<file path="src/rtl/spi_pkg.sv">
/*
 * Shared constants for the serial port core: register map, field positions,
 * reset values, clock rate table and bus answer codes.
 * Assumes a single 25 MHz system clock and an AXI4-Lite register master.
 */
package spi_pkg;
	localparam logic [7:0] CTRL_A_ADDR = 8'h00;
	localparam logic [7:0] CTRL_B_ADDR = 8'h04;
	localparam logic [7:0] FLAGS_ADDR = 8'h08;
	localparam logic [7:0] DATA_ADDR = 8'h0C;
	localparam logic [7:0] PIN_DIR_ADDR = 8'h10;

	// control a fields
	localparam int CA_ENABLE = 0;
	localparam int CA_HOST = 1;
	localparam int CA_LSB_FIRST = 2;
	localparam int CA_DOUBLE = 3;
	localparam int CA_RATE_LO = 4;
	localparam logic [5:0] CTRL_A_RESET = 6'h00;
	// control b fields
	localparam int CB_BUFFERED = 0;
	localparam int CB_SELECT_IGNORE = 1;
	localparam logic [1:0] CTRL_B_RESET = 2'h0;
	// flag fields
	localparam int FL_DONE = 0;
	localparam int FL_COLLISION = 1;
	localparam int FL_TX_EMPTY = 2;
	localparam int FL_BUSY = 3;
	// pin direction fields
	localparam int PD_MOSI = 0;
	localparam int PD_MISO = 1;
	localparam int PD_SCK = 2;
	localparam int PD_SS = 3;
	localparam logic [3:0] PIN_DIR_RESET = 4'h0;

	localparam logic [3:0] BITS_PER_BYTE = 4'h8;
	localparam logic [1:0] RX_DEPTH = 2'h2;

	// half periods of the serial clock, in system clocks
	localparam logic [6:0] HALF_DIV4 = 7'h02;
	localparam logic [6:0] HALF_DIV16 = 7'h08;
	localparam logic [6:0] HALF_DIV64 = 7'h20;
	localparam logic [6:0] HALF_DIV128 = 7'h40;
	localparam logic [6:0] HALF_DIV2 = 7'h01;
	localparam logic [6:0] HALF_DIV8 = 7'h04;
	localparam logic [6:0] HALF_DIV32 = 7'h10;

	localparam logic [1:0] RESP_OKAY = 2'h0;
	localparam logic [1:0] RESP_SLVERR = 2'h2;
endpackage : spi_pkg

</file>
<file path="src/rtl/spi_host_client_core.sv">
/*
 * Serial port core working as host or client, with an AXI4-Lite register port.
 * Assumes pins arrive asynchronously and a 25 MHz system clock.
 */
// Design decisions made here: the AXI4-Lite register port and the placing of the registers.
// Operation
// - full duplex byte exchange on clock, two data lines and a select line
// - software picks host or client; the host drives every transaction
// - bit order selectable, least or most significant bit first
// - host offers seven serial clock rates derived from the system clock
// - double speed lets the serial clock reach half the system clock
// - one 8-bit shift register shifts one bit out and in per step
// - data write loads shift register unbuffered, transmit buffer when buffered
// - data read returns receive register unbuffered, receive buffer when buffered
// - host generates the serial clock itself and drives it out
// - client synchronises incoming serial clock and steps on its edges
// - host pulls select low, then clocks the prepared data across
// - host to client data on mosi, client to host on miso
// - pins set as output are driven by the port logic
// - when enabled, role inputs are forced to input regardless of direction
// - client drives miso only while select is low
// - flag raised when a byte transfer ends
// - data write during a transfer sets the write collision flag; when buffered, only a write to a full transmit buffer does
// - a set done flag raises a wake request one cycle later
// - in host mode a data write that does not collide starts a new byte
// - host with select input low drops to client and sets done flag
// - client select high halts shifting and discards a partial byte
`timescale 1ns/1ps
module spi_host_client_core
	import spi_pkg::*;
(
	input wire logic clk,
	input wire logic sys_rst,
	input wire logic [7:0] s_axi_awaddr,
	input wire logic s_axi_awvalid,
	output logic s_axi_awready,
	input wire logic [31:0] s_axi_wdata,
	input wire logic [3:0] s_axi_wstrb,
	input wire logic s_axi_wvalid,
	output logic s_axi_wready,
	output logic [1:0] s_axi_bresp,
	output logic s_axi_bvalid,
	input wire logic s_axi_bready,
	input wire logic [7:0] s_axi_araddr,
	input wire logic s_axi_arvalid,
	output logic s_axi_arready,
	output logic [31:0] s_axi_rdata,
	output logic [1:0] s_axi_rresp,
	output logic s_axi_rvalid,
	input wire logic s_axi_rready,
	input wire logic mosi_in,
	output logic mosi_out,
	output logic mosi_oe,
	input wire logic miso_in,
	output logic miso_out,
	output logic miso_oe,
	input wire logic sck_in,
	output logic sck_out,
	output logic sck_oe,
	input wire logic ss_n_in,
	output logic ss_n_out,
	output logic ss_n_oe,
	output logic wake_req
);
	logic [5:0] ctrl_a;
	logic [1:0] ctrl_b;
	logic [3:0] pin_dir;
	logic done_flag, write_collision_flag;
	logic [7:0] aw_addr, w_data;
	logic aw_held, w_held, w_lane0;
	logic mosi_m, mosi_s, miso_m, miso_s, sck_m, sck_s, sck_d, ss_m, ss_s;
	logic [7:0] sr, tx_buf, rx_byte, rx_q0, rx_q1, host_rx;
	logic [3:0] bit_cnt, samp_cnt;
	logic [2:0] samp_pipe;
	logic [1:0] rx_cnt;
	logic xfer_on, sck_q, mosi_q, miso_q, tx_full, byte_done, tick, host_full, host_end;

	function automatic logic out_bit(input logic [7:0] v, input logic lsb);
		return lsb ? v[0] : v[7];
	endfunction : out_bit

	function automatic logic [7:0] shift_in(input logic [7:0] v, input logic b, input logic lsb);
		return lsb ? {b, v[7:1]} : {v[6:0], b};
	endfunction : shift_in

	wire enable = ctrl_a[CA_ENABLE];
	wire host = ctrl_a[CA_HOST];
	wire lsb = ctrl_a[CA_LSB_FIRST];
	wire buffered = ctrl_b[CB_BUFFERED];
	wire do_write = aw_held && w_held && !s_axi_bvalid;
	wire data_wr = do_write && aw_addr == DATA_ADDR && w_lane0;
	wire rd_take = s_axi_arvalid && s_axi_arready;
	wire pop = rd_take && s_axi_araddr == DATA_ADDR && buffered && rx_cnt != 2'h0;
	wire sck_rise = sck_s && !sck_d;
	wire sck_fall = !sck_s && sck_d;
	wire busy = host ? xfer_on : (!ss_s && bit_cnt != 4'h0);
	wire collide = enable && data_wr && (buffered ? tx_full : busy);
	wire mode_drop = enable && host && !ctrl_b[CB_SELECT_IGNORE] && !pin_dir[PD_SS] && !ss_s;
	wire load_now = enable && !busy && (buffered ? tx_full : data_wr);
	wire [7:0] load_val = buffered ? tx_buf : w_data;
	wire [7:0] shifted = shift_in(sr, host ? miso_s : mosi_s, lsb);
	wire [7:0] host_shifted = shift_in(host_rx, miso_s, lsb);
	wire rx_push = byte_done && buffered && (rx_cnt != RX_DEPTH || pop);
	wire [1:0] fill_at = rx_cnt - {1'b0, pop};

	// pins cross into the clock domain through two flops
	always_ff @(posedge clk) begin
		{mosi_s, mosi_m} <= {mosi_m, mosi_in};
		{miso_s, miso_m} <= {miso_m, miso_in};
		{sck_d, sck_s, sck_m} <= {sck_s, sck_m, sck_in};
		{ss_s, ss_m} <= {ss_m, ss_n_in};
	end

	spi_rate_gen u_rate (
		.clk(clk),
		.sys_rst(sys_rst),
		.run(enable && host && xfer_on),
		.rate(ctrl_a[CA_RATE_LO+1:CA_RATE_LO]),
		.double_speed(ctrl_a[CA_DOUBLE]),
		.tick(tick)
	);

	// write address and data are taken in either order
	always_ff @(posedge clk) begin
		if (sys_rst) begin
			{aw_held, w_held, w_lane0} <= 3'h0;
			{aw_addr, w_data} <= 16'h0000;
			{s_axi_awready, s_axi_wready, s_axi_bvalid} <= 3'h0;
			s_axi_bresp <= RESP_OKAY;
		end else begin
			s_axi_awready <= !aw_held && !(s_axi_awvalid && s_axi_awready) && !s_axi_bvalid;
			s_axi_wready <= !w_held && !(s_axi_wvalid && s_axi_wready) && !s_axi_bvalid;
			if (s_axi_awvalid && s_axi_awready) begin
				aw_held <= 1'b1;
				aw_addr <= s_axi_awaddr;
			end
			if (s_axi_wvalid && s_axi_wready) begin
				w_held <= 1'b1;
				w_data <= s_axi_wdata[7:0];
				w_lane0 <= s_axi_wstrb[0];
			end
			if (do_write) begin
				aw_held <= 1'b0;
				w_held <= 1'b0;
				s_axi_bvalid <= 1'b1;
				s_axi_bresp <= (aw_addr[7:2] <= PIN_DIR_ADDR[7:2] && aw_addr[1:0] == 2'h0) ? RESP_OKAY : RESP_SLVERR;
			end else if (s_axi_bvalid && s_axi_bready) begin
				s_axi_bvalid <= 1'b0;
			end
		end
	end

	// read answer; a buffered data read pops the receive queue
	always_ff @(posedge clk) begin
		if (sys_rst) begin
			{s_axi_arready, s_axi_rvalid} <= 2'h0;
			{s_axi_rdata, s_axi_rresp} <= {32'h0000_0000, RESP_OKAY};
		end else if (rd_take) begin
			s_axi_arready <= 1'b0;
			s_axi_rvalid <= 1'b1;
			s_axi_rresp <= RESP_OKAY;
			unique case (s_axi_araddr)
				CTRL_A_ADDR: s_axi_rdata <= {26'h0, ctrl_a};
				CTRL_B_ADDR: s_axi_rdata <= {30'h0, ctrl_b};
				FLAGS_ADDR: s_axi_rdata <= {28'h0, busy, buffered ? !tx_full : !busy, write_collision_flag, done_flag};
				DATA_ADDR: s_axi_rdata <= {24'h0, rx_q0};
				PIN_DIR_ADDR: s_axi_rdata <= {28'h0, pin_dir};
				default: begin
					s_axi_rdata <= 32'h0000_0000;
					s_axi_rresp <= RESP_SLVERR;
				end
			endcase
		end else if (s_axi_rvalid && s_axi_rready) begin
			s_axi_rvalid <= 1'b0;
			s_axi_arready <= 1'b1;
		end else begin
			s_axi_arready <= !s_axi_rvalid;
		end
	end

	// control registers; a select pulled low takes the host role away
	always_ff @(posedge clk) begin
		if (sys_rst) begin
			{ctrl_a, ctrl_b, pin_dir} <= {CTRL_A_RESET, CTRL_B_RESET, PIN_DIR_RESET};
		end else begin
			if (do_write && w_lane0 && aw_addr == CTRL_A_ADDR)
				ctrl_a <= w_data[5:0];
			if (do_write && w_lane0 && aw_addr == CTRL_B_ADDR)
				ctrl_b <= w_data[1:0];
			if (do_write && w_lane0 && aw_addr == PIN_DIR_ADDR)
				pin_dir <= w_data[3:0];
			if (mode_drop)
				ctrl_a[CA_HOST] <= 1'b0;
		end
	end

	// sticky flags, write one to clear, a new event wins over the clear
	always_ff @(posedge clk) begin
		if (sys_rst) begin
			{done_flag, write_collision_flag, wake_req} <= 3'h0;
		end else begin
			if (do_write && w_lane0 && aw_addr == FLAGS_ADDR && w_data[FL_DONE])
				done_flag <= 1'b0;
			if (do_write && w_lane0 && aw_addr == FLAGS_ADDR && w_data[FL_COLLISION])
				write_collision_flag <= 1'b0;
			if (byte_done || mode_drop)
				done_flag <= 1'b1;
			if (collide)
				write_collision_flag <= 1'b1;
			wake_req <= done_flag;
		end
	end

	// shift engine shared by host and client
	always_ff @(posedge clk) begin
		byte_done <= 1'b0;
		if (sys_rst || !enable) begin
			{sr, tx_buf, rx_byte, host_rx} <= 32'h0000_0000;
			{bit_cnt, samp_cnt, samp_pipe} <= 11'h000;
			{xfer_on, sck_q, mosi_q, miso_q, tx_full, host_full, host_end} <= 7'h00;
		end else if (mode_drop) begin
			{xfer_on, sck_q, host_full, host_end} <= 4'h0;
			{bit_cnt, samp_cnt, samp_pipe} <= 11'h000;
		end else begin
			if (load_now) begin
				sr <= load_val;
				mosi_q <= out_bit(load_val, lsb);
				miso_q <= out_bit(load_val, lsb);
				if (host) begin
					xfer_on <= 1'b1;
					bit_cnt <= 4'h0;
				end
			end else if (host && xfer_on && tick) begin
				if (!sck_q) begin
					sck_q <= 1'b1;
					sr <= shifted;
					bit_cnt <= bit_cnt + 4'h1;
				end else begin
					sck_q <= 1'b0;
					if (bit_cnt == BITS_PER_BYTE) begin
						xfer_on <= 1'b0;
						host_end <= 1'b1;
					end else begin
						mosi_q <= out_bit(sr, lsb);
					end
				end
			end else if (!host) begin
				// relies on each clock phase lasting over two system clocks
				if (ss_s) begin
					bit_cnt <= 4'h0;
				end else if (sck_rise) begin
					sr <= shifted;
					if (bit_cnt == BITS_PER_BYTE - 4'h1) begin
						bit_cnt <= 4'h0;
						byte_done <= 1'b1;
						rx_byte <= shifted;
					end else begin
						bit_cnt <= bit_cnt + 4'h1;
					end
				end else if (sck_fall) begin
					miso_q <= out_bit(sr, lsb);
				end
			end
			if (buffered && data_wr && !tx_full) begin
				tx_buf <= w_data;
				tx_full <= 1'b1;
			end else if (buffered && load_now) begin
				tx_full <= 1'b0;
			end
			// miso returns through the pin synchroniser: sample three cycles after each rise
			samp_pipe <= {samp_pipe[1:0], host && xfer_on && tick && !sck_q};
			if (host && samp_pipe[2]) begin
				host_rx <= host_shifted;
				samp_cnt <= (samp_cnt == BITS_PER_BYTE - 4'h1) ? 4'h0 : samp_cnt + 4'h1;
				if (samp_cnt == BITS_PER_BYTE - 4'h1) begin
					rx_byte <= host_shifted;
					host_full <= 1'b1;
				end
			end
			if (host && host_full && host_end) begin
				byte_done <= 1'b1;
				{host_full, host_end} <= 2'h0;
			end
		end
	end

	// receive side: single register unbuffered, two-entry queue buffered
	always_ff @(posedge clk) begin
		if (sys_rst) begin
			{rx_q0, rx_q1, rx_cnt} <= 18'h00000;
		end else if (!buffered) begin
			if (byte_done) begin
				rx_q0 <= rx_byte;
				rx_cnt <= 2'h1;
			end
		end else begin
			if (pop)
				rx_q0 <= rx_q1;
			if (rx_push && fill_at == 2'h0)
				rx_q0 <= rx_byte;
			if (rx_push && fill_at != 2'h0)
				rx_q1 <= rx_byte;
			rx_cnt <= rx_cnt + {1'b0, rx_push} - {1'b0, pop};
		end
	end

	// pin drive; role inputs never driven while enabled
	always_ff @(posedge clk) begin
		if (sys_rst) begin
			{mosi_out, miso_out, sck_out, ss_n_out} <= 4'h1;
			{mosi_oe, miso_oe, sck_oe, ss_n_oe} <= 4'h0;
		end else begin
			mosi_out <= mosi_q;
			miso_out <= miso_q;
			sck_out <= sck_q;
			ss_n_out <= !xfer_on;
			mosi_oe <= enable && host && pin_dir[PD_MOSI];
			sck_oe <= enable && host && pin_dir[PD_SCK];
			ss_n_oe <= enable && host && pin_dir[PD_SS];
			miso_oe <= enable && !host && pin_dir[PD_MISO] && !ss_s;
		end
	end
endmodule : spi_host_client_core

</file>
<file path="src/rtl/spi_rate_gen.sv">
/*
 * Serial clock rate generator: one-cycle tick per half period of the host
 * serial clock. Assumes run drops between transfers to realign the phase.
 */
`timescale 1ns/1ps
module spi_rate_gen
	import spi_pkg::*;
(
	input wire logic clk,
	input wire logic sys_rst,
	input wire logic run,
	input wire logic [1:0] rate,
	input wire logic double_speed,
	output logic tick
);
	logic [6:0] count;

	function automatic logic [6:0] half_count(input logic [1:0] r, input logic dbl);
		logic [6:0] h;
		h = HALF_DIV4;
		unique case (r)
			2'h0: h = dbl ? HALF_DIV2 : HALF_DIV4;
			2'h1: h = dbl ? HALF_DIV8 : HALF_DIV16;
			2'h2: h = dbl ? HALF_DIV32 : HALF_DIV64;
			2'h3: h = dbl ? HALF_DIV64 : HALF_DIV128;
		endcase
		return h;
	endfunction : half_count

	// seven distinct rates; double speed reaches half the system clock
	always_ff @(posedge clk) begin
		if (sys_rst || !run) begin
			count <= 7'h00;
			tick <= 1'b0;
		end else if (count + 7'h01 >= half_count(rate, double_speed)) begin
			count <= 7'h00;
			tick <= 1'b1;
		end else begin
			count <= count + 7'h01;
			tick <= 1'b0;
		end
	end
endmodule : spi_rate_gen

</file>
<file path="config.mk">
export PLATFORM = sky130hd
export DESIGN_NAME = spi_host_client_core
export DESIGN_NICKNAME = d
export VERILOG_FILES = /design/src/rtl/spi_pkg.sv /design/src/rtl/spi_host_client_core.sv /design/src/rtl/spi_rate_gen.sv
export SDC_FILE = /design/constraint.sdc
export NUM_CORES = 1
export LEC_CHECK = 0
export ABC_AREA = 1
export BUFFER_PORTS_ARGS = -buffer_cell sky130_fd_sc_hd__buf_2
export CAP_MARGIN = 15
export CORE_MARGIN = 2
export CORE_UTILIZATION = 45
export DETAILED_ROUTE_END_ITERATION = 10
export GPL_ROUTABILITY_DRIVEN = 0
export PLACE_DENSITY = 0.76
export SLEW_MARGIN = 20
export SYNTH_ARGS = -nofsm -noshare
export SYNTH_HDL_FRONTEND = slang
export SYNTH_SLANG_ARGS = --single-unit
</file>
<file path="constraint.sdc">
create_clock -name clk -period 4.2 [get_ports clk]
set_input_delay 0.63 -clock clk [delete_from_list [all_inputs] [get_ports clk]]
set_output_delay 0.63 -clock clk [all_outputs]
set_load 0.02 [all_outputs]
</file>
==> results of run 1 <==
[final cells by class]
class	count	area (µm²)	area share [%]
multi-input cells	630	3190	41.4
flip-flops and latches	143	2860	37.1
clock buffers	21	460	5.97
inverters	107	402	5.21
repair buffers	64	333	4.32
clock inverters	10	233	3.02
well taps	184	230	2.99
[worst min path at each step]
stage                   to  cells after the start
floorplan           miso_s                      0
global placement      ss_s                      0
detailed placement  miso_s                      0
CTS                 miso_m                      1
global route          ss_m                      1
finish                ss_m                      1
[cells in the final DEF (no fill, tap or decap), types with 5 or more instances in the layout]
cell type  synthesis  final
dfxtp_1          143    143
nor2_1           104    104
a21oi_1           78     78
nor3_1             9      9
buf_2              4     59
nand2_2           11     11
a211oi_1           9      9
bufinv_16          0      7
ha_1              13     13
o21ai_0           79     79
inv_2              7      7
xor2_1             7      7
buf_4             33      5
nand4_1            7      7
nand2_1          166    166
nor2_4             7      7
inv_1             99     99
conb_1             1     26
nor2_2             5      5
o22ai_1           12     12
clkbuf_16          0     17
nand3_1           43     43
o21ai_1           10     10
[registers in the layout, summed over array words and instances (netlist names), 2 cells and up]
| signal | cells |
|---|---|
| aw_addr | 8 |
| host_rx | 8 |
| rx_byte | 8 |
| rx_q0 | 8 |
| rx_q1 | 8 |
| s_axi_rdata | 8 |
| sr | 8 |
| tx_buf | 8 |
| w_data | 8 |
| u_rate.count | 7 |
| ctrl_a | 6 |
| bit_cnt | 4 |
| pin_dir | 4 |
| samp_cnt | 4 |
| samp_pipe | 3 |
| ctrl_b | 2 |
| rx_cnt | 2 |
[worst reg2reg max path: cells and delay by family (launching register included)]
| family | cells | cell delay (ns) |
|---|---|---|
| adders and majority gates | 2 | 0.39 |
| AOI/OAI and AO/OA | 1 | 0.07 |
| and+or+nand+nor | 3 | 0.63 |
| buffers and inverters | 3 | 0.41 |
| DFF | 1 | 0.69 |
[cells in the mapped netlist, drive strengths merged (2+ instances only)]
cell type	n	area, µm²
o211ai	4	30.0
nor2	116	500
nand4	8	56.3
or2	3	18.8
nand3b	3	22.5
nor3	10	55.1
xor2	7	61.3
o21ai	90	454
ha	13	163
a32o	2	20.0
inv	106	398
clkbuf	15	56.3
nand2	181	737
a31oi	4	25.0
xnor2	2	17.5
o22ai	12	75.1
dfxtp	143	2860
buf	42	317
nor4	4	37.5
a211oi	10	80.1
nand3	46	253
a21oi	79	407
o2111ai	3	26.3
[per-layer routing]
metal / global-route usage, % / vias to the layer above / share of wire [%]
met3: 4.72 / 23 / 5.7
met1: 24.7 / 2635 / 46
met4: 6.98 / 0 / 2.1
met2: 31.9 / 191 / 46
li1: - / 3037 / -
met5: 0 / - / 0
[kinds of logic (layout without fill, tap and decap cells)]
logic type               count (synthesis)  count (layout)
other                                    1              26
flip-flops                             143             143
AND/OR/NAND/NOR                        373             373
buffers and inverters                  164             202
AO/OA/AOI/OAI                          208             208
adder cells (fa/ha/maj)                 13              13
XOR/XNOR                                 9               9
multiplexers                             1               1
[where the power goes]
part,leakage [nW],switching (W),internal [W]
Clock,0.337,0.000559,0.00120
Combinational,1.77,0.000110,0.0000424
Sequential,1.16,0.0000124,0.00138
Total,3.26,0.000681,0.00263
[through the flow]
stage	power, W	instance area [µm²]	worst slack (ns)	instances	utilization [%]
6_report	0.00331	7710	1.88	1159	52.9
3_5_place_dp	0.00157	7020	1.57	1128	48.1
2_1_floorplan	0.00154	6830	2.00	937	-
3_3_place_gp	0.00157	7020	1.55	1128	48.1
4_1_cts	0.00333	7710	1.88	1159	52.9
5_1_grt	0.00341	7710	1.69	1159	52.9
==> flow_metrics.tcl, run 1 <==
set metrics [dict create \
    cp-start-kind "flop" \
    cts_tree "built" \
    final_hold_viol_count 0 \
    synth_area_um2 6740 \
    fin_skew_ns 0.00990 \
    cts_sinks 143 \
    postCtsSetupBuffers 0 \
    yosysWarnings 0 \
    synthAdderAreaFrac_pct 2.42 \
    ctsHoldBuffers 0 \
    syn_avg_cell_area_um2 7.39 \
    slew_headroom_pct 34.5 \
    antenna_found_initial 0 \
    worstSkewPairLatency_ns 0.42 \
    end_kind "flop" \
    via_count 5886 \
    critical_path_class "flop to flop" \
    antenna_left 0 \
    final_layout_size_suffix_gt1_share_pct 14.4 \
    syn_inst 912 \
    whs_ns 0.305 \
    syn_to_final_growth_pct 14.5 \
    synth_top_family_by_area "simple AND/OR/NAND/NOR gates" \
    vdd_drop_max_mv 0.291 \
    ys_types 49 \
    crit_start "ctrl_b[0]" \
    crit_arrival_ns 2.60 \
    fmax_mhz 430 \
    crit_top_cell "inv_1" \
    ys_seq_elements 143 \
    clockBufferDepth 2 \
    outcome "completed" \
    antennaDiodeCount 0 \
    overflow 0 \
    worst-r2r-cell-count 9 \
    portBuffers 59 \
    start_util_pct 46.2 \
    cp-endpoint "rx_cnt[1]" \
    synth_edf_count 0 \
    grt_pass1_vias 5388 \
    grt_max_degree 36 \
    hold_path_class "input port to flop" \
    critPathMaxStageDelay_ns 0.69 \
    grt_pass1_wl_um 25100 \
    die_x_um 126 \
    routed_wl_um 15000 \
    synth_flop_cell "dfxtp_1" \
    drc 0 \
    fin_nets 1039 \
    htreeDepth 4 \
    ioPinCount 113 \
    path_max_fanout 15 \
    path_clk_slew_ns 0.06 \
    ctsResizeCount 0 \
    grt_usage_pct 19.3 \
    cts_inserted_buffers 17 \
    r2r_end "rx_cnt[1]" \
    async_flop_share_pct 0 \
    reg2reg_setup_slack_ns 1.88 \
    dieArea_um2 16000 \
    synth_mux_area_share_pct 0.149 \
    grt_setup_unrepaired "no" \
    wl_per_cell_um 12.9 \
    slowest_stage "dfxtp_1" \
    synth_seq_area_share_pct 42.5 \
    tns_ns 0 \
    drv_slew 0 \
    cts_root_buffer "clkbuf_16" \
    dp_hpwl_um 10700 \
    synth_simple_gate_area_share_pct 25.2 \
    crit_family "flip-flops" \
    setup_viol 0 \
    synth_xor_area_share_pct 1.17 \
    path_cells "inv_1 > nor3b_1 > ha_1 > inv_1 > ha_1 > inv_1 > or2_2 > nand3_1 > a21oi_1" \
    min_from "ss_n_in" \
    std_cell_rows 44 \
    nFillCells 1365 \
    drt_pass1_iterations 6 \
    synth-compound-area-share_pct 17.1 \
    tightest_slew_ns 0.975 \
    path_buf_inv 3 \
    coreArea_um2 14600 \
    final.min_clock_period_ns 2.32 \
    fin_crit_sh_pct 55.3 \
    r2r_start "ctrl_b[0]" \
    dr.first_iter.drc_count 525 \
    cp.required_ns 4.48 \
    drt-vias-per-instance 5.08 \
    power_density_nw_per_um2 429 \
    maxCapViolations 0 \
    leakagePower_nw 3.26 \
    cp.depth 9 \
    die_h_um 126 \
]
Note: power is estimated with default switching activity, not from simulation.
==> inputs of run 2 (changes only) <==
==> constraint.sdc (replaced) <==
create_clock -name clk -period 2.29 [get_ports clk]
set_input_delay 0.3435 -clock clk [delete_from_list [all_inputs] [get_ports clk]]
set_output_delay 0.3435 -clock clk [all_outputs]
set_load 0.02 [all_outputs]
==> run 2 against run 1 <==
Against the previous run: fmax is 12% higher; clock skew down 0.00051 ns; register-to-register slack got worse by 1.7 ns; setup slack got worse by 1.7 ns; design area about the same; core utilization barely moved; non-clock buffer count increased by 9; clock-buffer cell count decreased by 2; global-route usage up 0.47 points.
==> flow_metrics.tcl, run 2 (synthesis gave the netlist of run 1 again) <==
set metrics [dict create \
    final_cells 1169 \
    htreeDepth 4 \
    path_max_fanout 7 \
    antenna_left 0 \
    drt_pass1_iterations 6 \
    tns_ns 0 \
    routed_wl_um 15300 \
    die_x_um 126 \
    clockBufferDepth 2 \
    start_util_pct 46.2 \
    grt_pass1_vias 5472 \
    crit_arrival_ns 2.44 \
    drv_slew 0 \
    gr-usage-met1_pct 25.0 \
    crit_start "u_rate.count[0]" \
    cts_tree "built" \
    grt_usage_pct 19.8 \
    antenna_found_initial 0 \
    final.min_clock_period_ns 2.08 \
    overflow 0 \
    whs_path_depth 1 \
    die_h_um 126 \
    r2r_start "u_rate.count[0]" \
    min_from "mosi_in" \
    final_common_cell "nand2_1" \
    power_density_nw_per_um2 734 \
    cts_sinks 143 \
    via_count 5969 \
    fin_util_pct 52.9 \
    worstSkewPairLatency_ns 0.43 \
    vdd_drop_max_mv 0.530 \
    portBuffers 59 \
    end_kind "flop" \
    wl_per_cell_um 13.1 \
    grt_use_met3_pct 5.02 \
    cp.required_ns 2.65 \
    hold_path_class "input port to flop" \
    coreArea_um2 14600 \
    r2r_end "u_rate.count[3]" \
    critical_path_class "flop to flop" \
    grt_use_met2_pct 32.3 \
    final_hold_viol_count 0 \
    ioPinCount 113 \
    cp-start-kind "flop" \
    dp.cells 1137 \
    dieArea_um2 16000 \
    fin_nets 1048 \
    grt_setup_unrepaired "no" \
    setup_viol 0 \
    path_clk_slew_ns 0.06 \
    cts_inserted_buffers 17 \
    reg2reg_setup_slack_ns 0.21 \
    cts_root_buffer "clkbuf_16" \
    fin_skew_ns 0.00939 \
    std_cell_rows 44 \
    grt_max_degree 30 \
    maxCapViolations 0 \
    final_layout_size_suffix_gt1_share_pct 15.6 \
    grt_pass1_wl_um 25800 \
    fin_crit_sh_pct 90.8 \
    worst-r2r-cell-count 9 \
    min_to "mosi_m" \
    fmax_mhz 481 \
    top_usage_layer "met2" \
    antennaDiodeCount 0 \
    syn_to_final_growth_pct 14.5 \
    dr.first_iter.drc_count 610 \
    layout_common_cells "166 x nand2_1, 143 x dfxtp_1, 104 x nor2_1" \
    drc 0 \
    leakagePower_nw 3.27 \
    outcome "completed" \
    drt-vias-per-instance 5.11 \
    dp_hpwl_um 10900 \
]
[run 2: changes by cell type in the layout (fill, tap and decap cells not counted), moves of 2 or more]
cell        delta
bufinv_16      -4
buf_4          +9
clkinv_2       +2
clkinvlp_4     +2
clkinv_4       +2
[run 2: how the worst max path moves through the flow]
| stage | end | depth (start not counted) |
|---|---|---|
| global route | u_rate.count[3] | 9 |
| CTS | u_rate.count[3] | 9 |
| detailed placement | rx_cnt[1] | 14 |
| finish | u_rate.count[3] | 9 |
| floorplan | rx_cnt[1] | 12 |
| global placement | rx_cnt[1] | 14 |
[run 2: power breakdown]
part / total [W] / leakage, nW / internal [W] / switching [W]
Sequential: 0.00256 / 1.16 / 0.00253 / 0.0000234
Clock: 0.00283 / 0.293 / 0.00174 / 0.00108
Combinational: 0.000280 / 1.82 / 0.0000816 / 0.000198
[run 2: worst max-delay path, stage by stage, from the launching register on]
cell       delay (ns)
dfxtp_1          0.38
ha_1             0.20
nand3_1          0.11
nand3b_1         0.21
xor2_2           0.17
ha_1             0.33
a21oi_1          0.17
o2111ai_2        0.14
nand2b_4         0.19
nor2_1           0.10
[run 2: repair_timing]
action,in CTS,in global routing
endpoints found under the setup margin,0,7
buffers inserted,0,0
hold buffers,0,0
resized for setup,0,4
[run 2: metal layers]
metal,vias up,wire length [µm],part of all wire [%]
li1,3056,-,-
met1,2718,6860,45
met2,167,7240,47
met3,28,898,5.9
met4,0,330,2.2
met5,-,0,0
[run 2: through the flow]
step	power (W)	cell area, µm²	setup WS [ns]	hold slack [ns]
floorplan	0.00283	6830	0.245	0.310
global placement	0.00288	7090	0.186	0.313
detailed placement	0.00289	7090	0.108	0.312
CTS	0.00569	7690	0.137	0.00260
global route	0.00584	7710	0.0163	0.00202
finish	0.00566	7710	0.210	0.00909
[run 2: final cells by class]
| cell class | instances | area, µm² |
|---|---|---|
| Clock buffer | 19 | 443 |
| Clock inverter | 13 | 164 |
| Fill cell | 1360 | 6870 |
| Inverter | 107 | 402 |
| Multi-Input combinational cell | 630 | 3210 |
| Sequential cell | 143 | 2860 |
| Tap cell | 184 | 230 |
| Timing Repair Buffer | 73 | 400 |
